## config.mk

```make
export PLATFORM = sky130hd
export DESIGN_NAME = psm_pins
export DESIGN_NICKNAME = d
export VERILOG_FILES = /design/src/psm_pkg.sv /design/src/psm_pins.sv /design/src/psm_sync.sv
export SDC_FILE = /design/constraint.sdc
export NUM_CORES = 1
export LEC_CHECK = 0
export ABC_AREA = 1
export BUFFER_PORTS_ARGS = -buffer_cell sky130_fd_sc_hd__buf_2
export CORE_AREA = 5 5 136 138
export DETAILED_ROUTE_END_ITERATION = 7
export DIE_AREA = 0 0 141 143
export GPL_TIMING_DRIVEN = 0
export SKIP_LAST_GASP = 1
export SYNTH_ARGS = -nofsm -noshare
export SYNTH_HDL_FRONTEND = slang
export SYNTH_SLANG_ARGS = --single-unit
```

## constraint.sdc

```tcl
create_clock -name CLOCK -period 1.55 [get_ports CLOCK]
set_clock_uncertainty 0.15 [all_clocks]
set_input_delay 0.31 -clock CLOCK [delete_from_list [all_inputs] [get_ports CLOCK]]
set_output_delay 0.31 -clock CLOCK [all_outputs]
set_load 0.05 [all_outputs]
```

## src/psm_pkg.sv

```systemverilog
// shared constants, register map and carrier types for the strap and mii pin block
package psm_pkg;

	// ==========================================
	// register map of the plain register port
	localparam int PSM_ADDR_W = 8;
	localparam int PSM_DATA_W = 32;
	localparam logic [7:0] PSM_REG_INT_SEL = 8'h00; // interrupt event select
	localparam logic [7:0] PSM_REG_LED_SEL = 8'h04; // indicator function select
	localparam logic [7:0] PSM_REG_EVENT = 8'h08; // sticky events, write one to clear
	localparam logic [7:0] PSM_REG_STRAP = 8'h0C; // latched strap values, read only

	// ==========================================
	// events that may raise the interrupt output
	localparam int PSM_EVT_W = 9;
	localparam int PSM_EVT_RX_ERR = 0;
	localparam int PSM_EVT_JABBER = 1;
	localparam int PSM_EVT_PAGE_RX = 2;
	localparam int PSM_EVT_PD_FAULT = 3;
	localparam int PSM_EVT_PARTNER_ACK = 4;
	localparam int PSM_EVT_LINK_CHG = 5;
	localparam int PSM_EVT_AN_DONE = 6;
	localparam int PSM_EVT_REM_FAULT = 7;
	localparam int PSM_EVT_COLLISION = 8;
	localparam logic [8:0] PSM_INT_SEL_RST = 9'h000;

	// ==========================================
	// indicator functions, two select bits per indicator
	typedef enum logic [1:0] {
		PSM_LED_ACTIVITY = 2'h0,
		PSM_LED_SPEED = 2'h1,
		PSM_LED_LINK = 2'h2,
		PSM_LED_COLLISION = 2'h3
	} psm_led_e;
	localparam logic [3:0] PSM_LED_SEL_RST = 4'h4; // indicator 0 activity, 1 speed
	localparam int PSM_LED1_SEL_LSB = 2;

	// ==========================================
	// timing
	localparam int PSM_REF_MHZ = 25; // reference clock, crystal or oscillator
	localparam int PSM_SYS_MHZ = 200; // block clock
	localparam int PSM_SLOW_DIV = 10; // 10M mii clock is the reference over ten
	localparam logic [2:0] PSM_HALF_DIV = 3'(PSM_SLOW_DIV / 2 - 1); // last count of a half
	localparam int PSM_STRAP_W = 10;
	localparam int PSM_SYNC_W = 20;

	// ==========================================
	// carriers
	typedef struct packed {
		logic rxclk; // receive clock pin
		logic rxer; // receive error pin
		logic rxdv; // receive data valid pin
		logic [3:0] rxd; // receive data pins
	} psm_rxpin_s;

	typedef struct packed {
		logic txen; // transmit enable from the mac
		logic [3:0] txd; // transmit nibble from the mac
	} psm_tx_s;

	typedef struct packed {
		logic dv; // nibble valid
		logic er; // receive error
		logic [3:0] rxd; // nibble
	} psm_rx_s;

	typedef struct packed {
		logic auto_crossover_enable;
		logic [3:0] phy_addr;
		logic rx_tristate_strap;
		logic duplex_strap;
		logic autoneg_strap;
		logic node_select_strap;
		logic speed_strap; // one is 100M
	} psm_strap_s;

	typedef struct packed {
		logic en; // drive the management data pin
		logic bit_v; // level to drive
	} psm_mgmt_s;

endpackage : psm_pkg

```

## src/psm_pins.sv

```systemverilog
// strap latching and mii pin logic of the transceiver
//
// Implementation choices: the address-and-strobe port and the register offsets.
module psm_pins
	import psm_pkg::*;
(
	// clock and reset
	input wire logic CLOCK,
	input wire logic SYS_RST,
	input wire logic RESET_N,
	// reference clock pins
	input wire logic REF_CLK_IN,
	input wire logic REF_MODE_CLOCK,
	output logic CRYSTAL_DRIVE_O,
	output logic CRYSTAL_DRIVE_OE,
	// mii receive pins, shared with straps
	input wire psm_rxpin_s RX_PIN_I,
	output psm_rxpin_s RX_PIN_O,
	output psm_rxpin_s RX_PIN_OE,
	output logic CRS,
	output logic COL,
	// mii transmit pins
	input wire logic TXCLK_I,
	output logic TXCLK_O,
	output logic TXCLK_OE,
	input wire psm_tx_s TX_PIN,
	// indicator pins, shared with address straps
	input wire logic [1:0] LED_I,
	output logic [1:0] LED_O,
	output logic [1:0] LED_OE,
	// management pins
	input wire logic MDC,
	input wire logic MDIO_I,
	output logic MDIO_O,
	output logic MDIO_OE,
	// interrupt pin
	output logic INT_O,
	// core side
	input wire psm_rx_s CORE_RX,
	input wire logic CORE_CRS,
	input wire logic CORE_COL,
	input wire logic CORE_LINK,
	input wire logic CORE_SPEED100,
	input wire logic [8:0] CORE_EVENTS,
	input wire psm_mgmt_s CORE_MGMT,
	output logic RX_TAKE,
	output psm_tx_s TX_NIBBLE,
	output logic TX_NIBBLE_VALID,
	output logic MGMT_BIT_VALID,
	output logic MGMT_BIT,
	output psm_strap_s STRAPS,
	output logic HW_RESET,
	output logic ISOLATE,
	// register port
	input wire logic [7:0] REG_ADDR,
	input wire logic [31:0] REG_WDATA,
	input wire logic REG_WR,
	input wire logic REG_RD,
	output logic [31:0] REG_RDATA
);

	// ==========================================
	// input synchronisers
	logic [PSM_SYNC_W-1:0] async_in; // all pin levels from outside
	logic [PSM_SYNC_W-1:0] sync_out; // same, two flops later
	psm_rxpin_s rxpin_s; // synced receive pins
	psm_tx_s tx_s; // synced transmit pins
	logic txclk_s, rst_n_s, mdc_s, mdio_s, ref_s, refmode_s;
	logic [1:0] led_s;

	assign async_in = {RX_PIN_I, TXCLK_I, LED_I, RESET_N, MDC, MDIO_I,
		REF_CLK_IN, REF_MODE_CLOCK, TX_PIN};
	assign {rxpin_s, txclk_s, led_s, rst_n_s, mdc_s, mdio_s, ref_s, refmode_s,
		tx_s} = sync_out;

	psm_sync #(.W(PSM_SYNC_W)) u_sync (
		.clk(CLOCK),
		.d(async_in),
		.q(sync_out)
	);

	// ==========================================
	// reset and strap latching
	logic hw_rst; // system reset or reset pin low
	psm_strap_s strap_q; // latched straps
	logic drive_q; // pin drivers enabled
	logic isolate_q; // live receiver isolation

	assign hw_rst = SYS_RST | ~rst_n_s;

	// sample straps all through reset, last value holds after release
	always_ff @(posedge CLOCK) begin
		if (hw_rst) begin
			strap_q.auto_crossover_enable <= rxpin_s.rxd[3];
			strap_q.phy_addr <= {rxpin_s.rxd[2], 1'b0, led_s};
			strap_q.rx_tristate_strap <= rxpin_s.rxd[1];
			strap_q.duplex_strap <= rxpin_s.rxd[0];
			strap_q.autoneg_strap <= rxpin_s.rxclk;
			strap_q.node_select_strap <= rxpin_s.rxer;
			strap_q.speed_strap <= txclk_s;
		end
	end

	// drivers stay off in reset, on from the first edge after release
	always_ff @(posedge CLOCK) begin
		drive_q <= ~hw_rst;
	end

	// indicator 1 pin turns into the isolation input when strapped so
	always_ff @(posedge CLOCK) begin
		if (hw_rst) begin
			isolate_q <= 1'b0;
		end else begin
			isolate_q <= strap_q.rx_tristate_strap & led_s[1];
		end
	end

	// ==========================================
	// mii clock generation from the reference
	logic ref_prev_q; // reference level one cycle back
	logic [2:0] div_q; // reference edges within a half period
	logic slow_clk_q; // 2.5 MHz clock for 10M
	logic mclk_d, mclk_q; // selected mii clock
	logic speed100; // active speed
	logic mclk_rise, mclk_fall;

	assign speed100 = strap_q.autoneg_strap ? CORE_SPEED100 : strap_q.speed_strap;
	assign mclk_d = speed100 ? ref_s : slow_clk_q;
	assign mclk_rise = mclk_d & ~mclk_q;
	assign mclk_fall = ~mclk_d & mclk_q;

	// divide reference edges by ten for the slow clock
	always_ff @(posedge CLOCK) begin
		ref_prev_q <= ref_s;
		if (hw_rst) begin
			div_q <= 3'h0;
			slow_clk_q <= 1'b0;
		end else if (ref_s & ~ref_prev_q) begin
			if (div_q == PSM_HALF_DIV) begin
				div_q <= 3'h0;
				slow_clk_q <= ~slow_clk_q;
			end else begin
				div_q <= div_q + 3'h1;
			end
		end
	end

	// registered mii clock
	always_ff @(posedge CLOCK) begin
		if (hw_rst) begin
			mclk_q <= 1'b0;
		end else begin
			mclk_q <= mclk_d;
		end
	end

	// crystal drive is the inverted reference, floating for an external clock
	always_ff @(posedge CLOCK) begin
		CRYSTAL_DRIVE_O <= ~ref_s;
		CRYSTAL_DRIVE_OE <= ~refmode_s;
	end

	// ==========================================
	// receive path, launched on the falling mii clock
	psm_rx_s rx_q; // nibble on the pins
	logic rx_take_q;

	// new nibble each falling edge, zero when not valid
	always_ff @(posedge CLOCK) begin
		rx_take_q <= 1'b0;
		if (hw_rst) begin
			rx_q <= '0;
		end else if (mclk_fall) begin
			rx_take_q <= 1'b1;
			rx_q.dv <= CORE_RX.dv;
			rx_q.er <= CORE_RX.er;
			rx_q.rxd <= CORE_RX.dv ? CORE_RX.rxd : 4'h0;
		end
	end

	// receive pin levels and enables
	always_ff @(posedge CLOCK) begin
		RX_PIN_O <= {mclk_d, rx_q.er, rx_q.dv, rx_q.rxd};
		CRS <= drive_q & CORE_CRS;
		COL <= drive_q & CORE_COL;
		if (~drive_q | isolate_q) begin
			RX_PIN_OE <= '0;
		end else begin
			RX_PIN_OE <= '1;
		end
		TXCLK_O <= mclk_d;
		TXCLK_OE <= drive_q;
	end

	// ==========================================
	// transmit path, sampled on the rising mii clock
	always_ff @(posedge CLOCK) begin
		TX_NIBBLE_VALID <= 1'b0;
		if (hw_rst) begin
			TX_NIBBLE <= '0;
		end else if (mclk_rise & tx_s.txen) begin
			TX_NIBBLE <= tx_s;
			TX_NIBBLE_VALID <= 1'b1;
		end
	end

	// ==========================================
	// management pins
	logic mdc_prev_q;

	// one bit per rising management clock, drive as the core asks
	always_ff @(posedge CLOCK) begin
		mdc_prev_q <= mdc_s;
		MGMT_BIT_VALID <= ~hw_rst & mdc_s & ~mdc_prev_q;
		MGMT_BIT <= mdio_s;
		MDIO_O <= CORE_MGMT.bit_v;
		MDIO_OE <= drive_q & CORE_MGMT.en;
	end

	// ==========================================
	// registers
	logic [8:0] int_sel_q; // events allowed onto the interrupt
	logic [3:0] led_sel_q; // indicator functions
	logic [8:0] event_q; // sticky events
	logic [8:0] evt_clr;

	assign evt_clr = (REG_WR && REG_ADDR == PSM_REG_EVENT) ? REG_WDATA[8:0] : 9'h000;

	// control registers
	always_ff @(posedge CLOCK) begin
		if (hw_rst) begin
			int_sel_q <= PSM_INT_SEL_RST;
			led_sel_q <= PSM_LED_SEL_RST;
		end else if (REG_WR) begin
			case (REG_ADDR)
				PSM_REG_INT_SEL: int_sel_q <= REG_WDATA[8:0];
				PSM_REG_LED_SEL: led_sel_q <= REG_WDATA[3:0];
				default: ;
			endcase
		end
	end

	// sticky events, a new event wins over a clear in the same cycle
	always_ff @(posedge CLOCK) begin
		if (hw_rst) begin
			event_q <= 9'h000;
		end else begin
			event_q <= (event_q & ~evt_clr) | CORE_EVENTS;
		end
	end

	// read data one cycle after the strobe, unmapped reads zero
	always_ff @(posedge CLOCK) begin
		if (hw_rst | ~REG_RD) begin
			REG_RDATA <= 32'h0000_0000;
		end else begin
			case (REG_ADDR)
				PSM_REG_INT_SEL: REG_RDATA <= {23'h000000, int_sel_q};
				PSM_REG_LED_SEL: REG_RDATA <= {28'h0000000, led_sel_q};
				PSM_REG_EVENT: REG_RDATA <= {23'h000000, event_q};
				PSM_REG_STRAP: REG_RDATA <= {22'h000000, strap_q};
				default: REG_RDATA <= 32'h0000_0000;
			endcase
		end
	end

	// interrupt on any selected sticky event
	always_ff @(posedge CLOCK) begin
		if (hw_rst) begin
			INT_O <= 1'b0;
		end else begin
			INT_O <= |(event_q & int_sel_q);
		end
	end

	// ==========================================
	// indicators
	logic [1:0] led_val;

	// chosen function per indicator
	genvar g;
	generate
		for (g = 0; g < 2; g++) begin : g_led
			psm_led_e sel;
			assign sel = psm_led_e'(led_sel_q[g*PSM_LED1_SEL_LSB +: 2]);
			always_comb begin
				case (sel)
					PSM_LED_ACTIVITY: led_val[g] = CORE_CRS;
					PSM_LED_SPEED: led_val[g] = speed100;
					PSM_LED_LINK: led_val[g] = CORE_LINK;
					PSM_LED_COLLISION: led_val[g] = CORE_COL;
					default: led_val[g] = 1'b0;
				endcase
			end
		end
	endgenerate

	// indicator 1 is released when it serves as the isolation input
	always_ff @(posedge CLOCK) begin
		LED_O <= led_val;
		LED_OE[0] <= drive_q;
		LED_OE[1] <= drive_q & ~strap_q.rx_tristate_strap;
	end

	// ==========================================
	// status outputs
	always_ff @(posedge CLOCK) begin
		STRAPS <= strap_q;
		HW_RESET <= hw_rst;
		ISOLATE <= isolate_q;
		RX_TAKE <= rx_take_q;
	end

endmodule : psm_pins

```

## src/psm_sync.sv

```systemverilog
// two flip-flop synchroniser for a group of asynchronous levels
module psm_sync #(
	parameter int W = 1
) (
	// clock
	input wire logic clk,
	// async levels in, synchronised levels out
	input wire logic [W-1:0] d,
	output logic [W-1:0] q
);

	// ==========================================
	// stages
	logic [W-1:0] meta_q; // first stage, read by the second stage only

	// per bit two stages, no reset so pin levels pass during reset
	genvar i;
	generate
		for (i = 0; i < W; i++) begin : g_bit
			always_ff @(posedge clk) begin
				meta_q[i] <= d[i];
				q[i] <= meta_q[i];
			end
		end
	endgenerate

endmodule : psm_sync

```

==> results by group <==
Clock tree
  – Sink Count: 134
  – CTS Buf Count: 17
  – CTS tree: yes
  – H-tree Lvls: 4
  – Root buffer cell: clkbuf_16
  – CTS clk-pin slew, worst paths: 0.06 ns
  – Worst-Skew Late Latency: 0.41 ns
  – Clock buffer depth: 2

Floorplanning
  – Area of the die: 0.0202 mm²
  – Die width: 141 µm
  – Core area: 0.0171 mm²
  – Initial core utilization: 25.7%
  – Row count: 48
  – Die height: 143 µm
  – Num ports: 165

STA
  – Setup violators final: 0
  – Highest Clock Rate: 663 MHz
  – RSZ-0062 raised after global routing: true
  – Setup_tns: 0 ns
  – Fin. Hold Viols: 0
  – Relative slew slack: 66.3%
  – Worst Tran Pin Value: 0.506 ns
  – Period utilization: 97.4%
  – Crit path time final: 1.51 ns
  – Fin. max-slew vios: 0

Finish
  – Fin nets: 742
  – Area growth from synthesis to layout: 46.6%
  – Share of cells above drive strength 1: 33.1%
  – Finished Core Util: 37.6%
  – Antenna Cells: 0

Yosys
  – Syn Inst Count: 460
  – Unique masters post-synth: 28
  – Post-synthesis async set-or-reset flop share: 0%
  – #FFs+latches synth: 134
  – Avg Cell Area, Syn: 9.52 µm²
  – Ys flop type: dfxtp_1
  – Ys Warns: 0
  – Synth top area cells: dfxtp_1 57%, nand2_1 8.4%, edfxtp_1 6.2%, buf_4 5.3%, nand3_1 4.2%
  – Yosys top cell by area: dfxtp_1
  – Sequential-to-total area share from yosys stat: 63.3%
  – Post-synth EDFFs: 9
  – Synth Cell Area: 0.00438 mm²
  – Area fraction of the dominant cell type after synthesis: 57.1%

Critical path
  – CP arrival: 1.05 ns
  – WP buf/inv: 2
  – Worst path required time: 1.09 ns
  – Worst Reg-to-Reg Cells: 8
  – CP max FO: 7
  – Crit-path cells: buf_4 > buf_6
  – Crit path kind: flop to primary output
  – CP Capture Type: primary output
  – Worst Setup Start Kind: flop
  – CP max stage delay: 0.36 ns
  – Crit. path cell count: 2
  – CP max-delay cell: dfxtp_4
  – Crit-path leading delay family: flip-flops

Job
  – Maximum Capacitance Violations: 0

Routing
  – Via/cell ratio: 3.90
  – Number of DRC markers in iteration 0: 108
  – Routed wire length: 11200 µm
  – Vias: 3481
  – 1st-pass router iterations: 4
  – Residual DRC: 0
  – DRT antenna net count: 0
  – DR WL/cell: 12.5 µm

Pwr
  – VDD IR max: 0.000707 V
  – Combinational share of power: 9.3%
  – Internal power: 6.52 mW
  – Net Switching: 2.14 mW
  – Lkg Pwr: 3.04 nW
  – Flop pwr share: 42.4%
  – Clock power frac: 48.3%
  – Power per Cell Area: 1350 mW/mm²
  – Switching Fraction: 24.7%
  – Total chip power: 8.67 mW

Hold path
  – Hold Path Stages: 3
  – Min-Delay Path Class: input port to flop

GRT
  – Initial antenna violation count: 0
  – Total grt overflow: 0
  – Total track usage: 11.4%
  – Largest net degree at the start of global routing: 20
  – Vias in the first global route: 3444
  – Global-route wire length before repair: 17500 µm

Place
  – Detailed placement HPWL: 7990 µm
  – Routability congestion estimate: 0.812
  – Port buffer count: 116

Status
  – Status: completed
worst register-to-register path: cells and delay by family, from the launching register on:
kind	cells	cell delay [ns]
buffers and inverters	1	0.08
AO/OA/AOI/OAI	1	0.05
AND/OR/NAND/NOR	6	0.60
flip-flops	1	0.44
power groups by stage:
stage          combinational (mW)  clock, mW  sequential (mW)
2_1_floorplan               0.353          0             3.89
3_3_place_gp                0.698          0             3.75
3_5_place_dp                0.700          0             3.76
4_1_cts                     0.805       4.31             3.68
5_1_grt                     0.868       4.47             3.69
6_report                    0.808       4.18             3.68
path summary, 6_finish.rpt:
| kind | start | end | slack (ns) |
|---|---|---|---|
| max reg2reg | strap_q[2] | rx_q[4] | 0.10 |
| max | RX_PIN_OE[2] | RX_PIN_OE[2] | 0.04 |
| min reg2reg | u_sync.meta_q[13] | u_sync.q[13] | 0.18 |
| min | REG_WDATA[6] | int_sel_q[6] | 0.03 |
placed cells by master, fill, tap and decap left out, drive strengths merged:
cell type	instances
nor2	39
nor3	1
nand2	107
bufinv	2
nor4	1
a21oi	34
ha	2
clkbuf	26
buf	157
nand3	42
clkinv	2
edfxtp	9
nand3b	4
nand4	2
dfxtp	125
inv	47
o21ai	9
clkinvlp	2
conb	23
o21a	1
dlygate4sd3	33
layer usage:
layer	global-route usage [%]	wire length, µm
met1	13.6	4990
met2	18.6	5270
met3	4.09	658
met4	4.95	248
met5	0	0
through the flow:
stage	cell area, µm²	hold slack (ns)	instances	setup WS [ns]
final	6420	0.0346	893	0.0408
after global routing	6420	0.0223	893	-0.00679
after CTS	6390	0.0119	893	0.00609
after detailed placement	5320	0.163	823	-0.783
after global placement	5320	0.160	823	-0.747
after floorplan	4460	0.160	482	0.0596
cell type report:
class	count	area [µm²]
fillers	1757	10600
clock buffers	21	493
inverters	42	159
repair buffers	155	1000
clock inverters	11	131
multi-input cells	265	1280
well taps	225	282
plain buffers	40	295
flip-flops and latches	134	2780
Yosys cell counts (2+ instances only):
cell type  number
a21oi_1        34
buf_4          31
buf_6           2
clkbuf_1        6
dfxtp_1       125
edfxtp_1        9
ha_1            2
inv_1          39
inv_2           2
nand2_1        98
nand2_2         8
nand3_1        37
nand3_2         5
nand3b_1        4
nand4_1         2
nor2_1         32
nor2_2          4
nor2_4          2
o21ai_0         9
cells by family (layout without fill, tap and decap cells):
group	Yosys count	count (layout)	synth area share [%]
AOI/OAI and AO/OA	44	44	5.09
adders and majority gates	2	2	0.571
buffers and inverters	83	269	10.1
DFF	134	134	63.3
other	1	23	0.0856
and+or+nand+nor	196	196	20.8
flip-flops by register name, summed over array words and instances (netlist names), 2 cells and up:
register / flops
RX_PIN_O: 6
u_sync.q: 19
u_sync.meta_q: 19
int_sel_q: 9
LED_OE: 2
event_q: 9
TX_NIBBLE: 5
STRAPS: 9
LED_O: 2
rx_q: 6
div_q: 3
REG_RDATA: 10
strap_q: 9
led_sel_q: 4
repair_timing:
action                                  in CTS  in global routing
setup buffers                                5                  1
endpoints found under the setup margin      54                 16
pin swaps                                    1                  2
hold buffers                                33                  0
gates resized for setup                     26                  6
hold endpoints to repair                    33                  0
No activity file was read; power rests on OpenSTA's default activity.
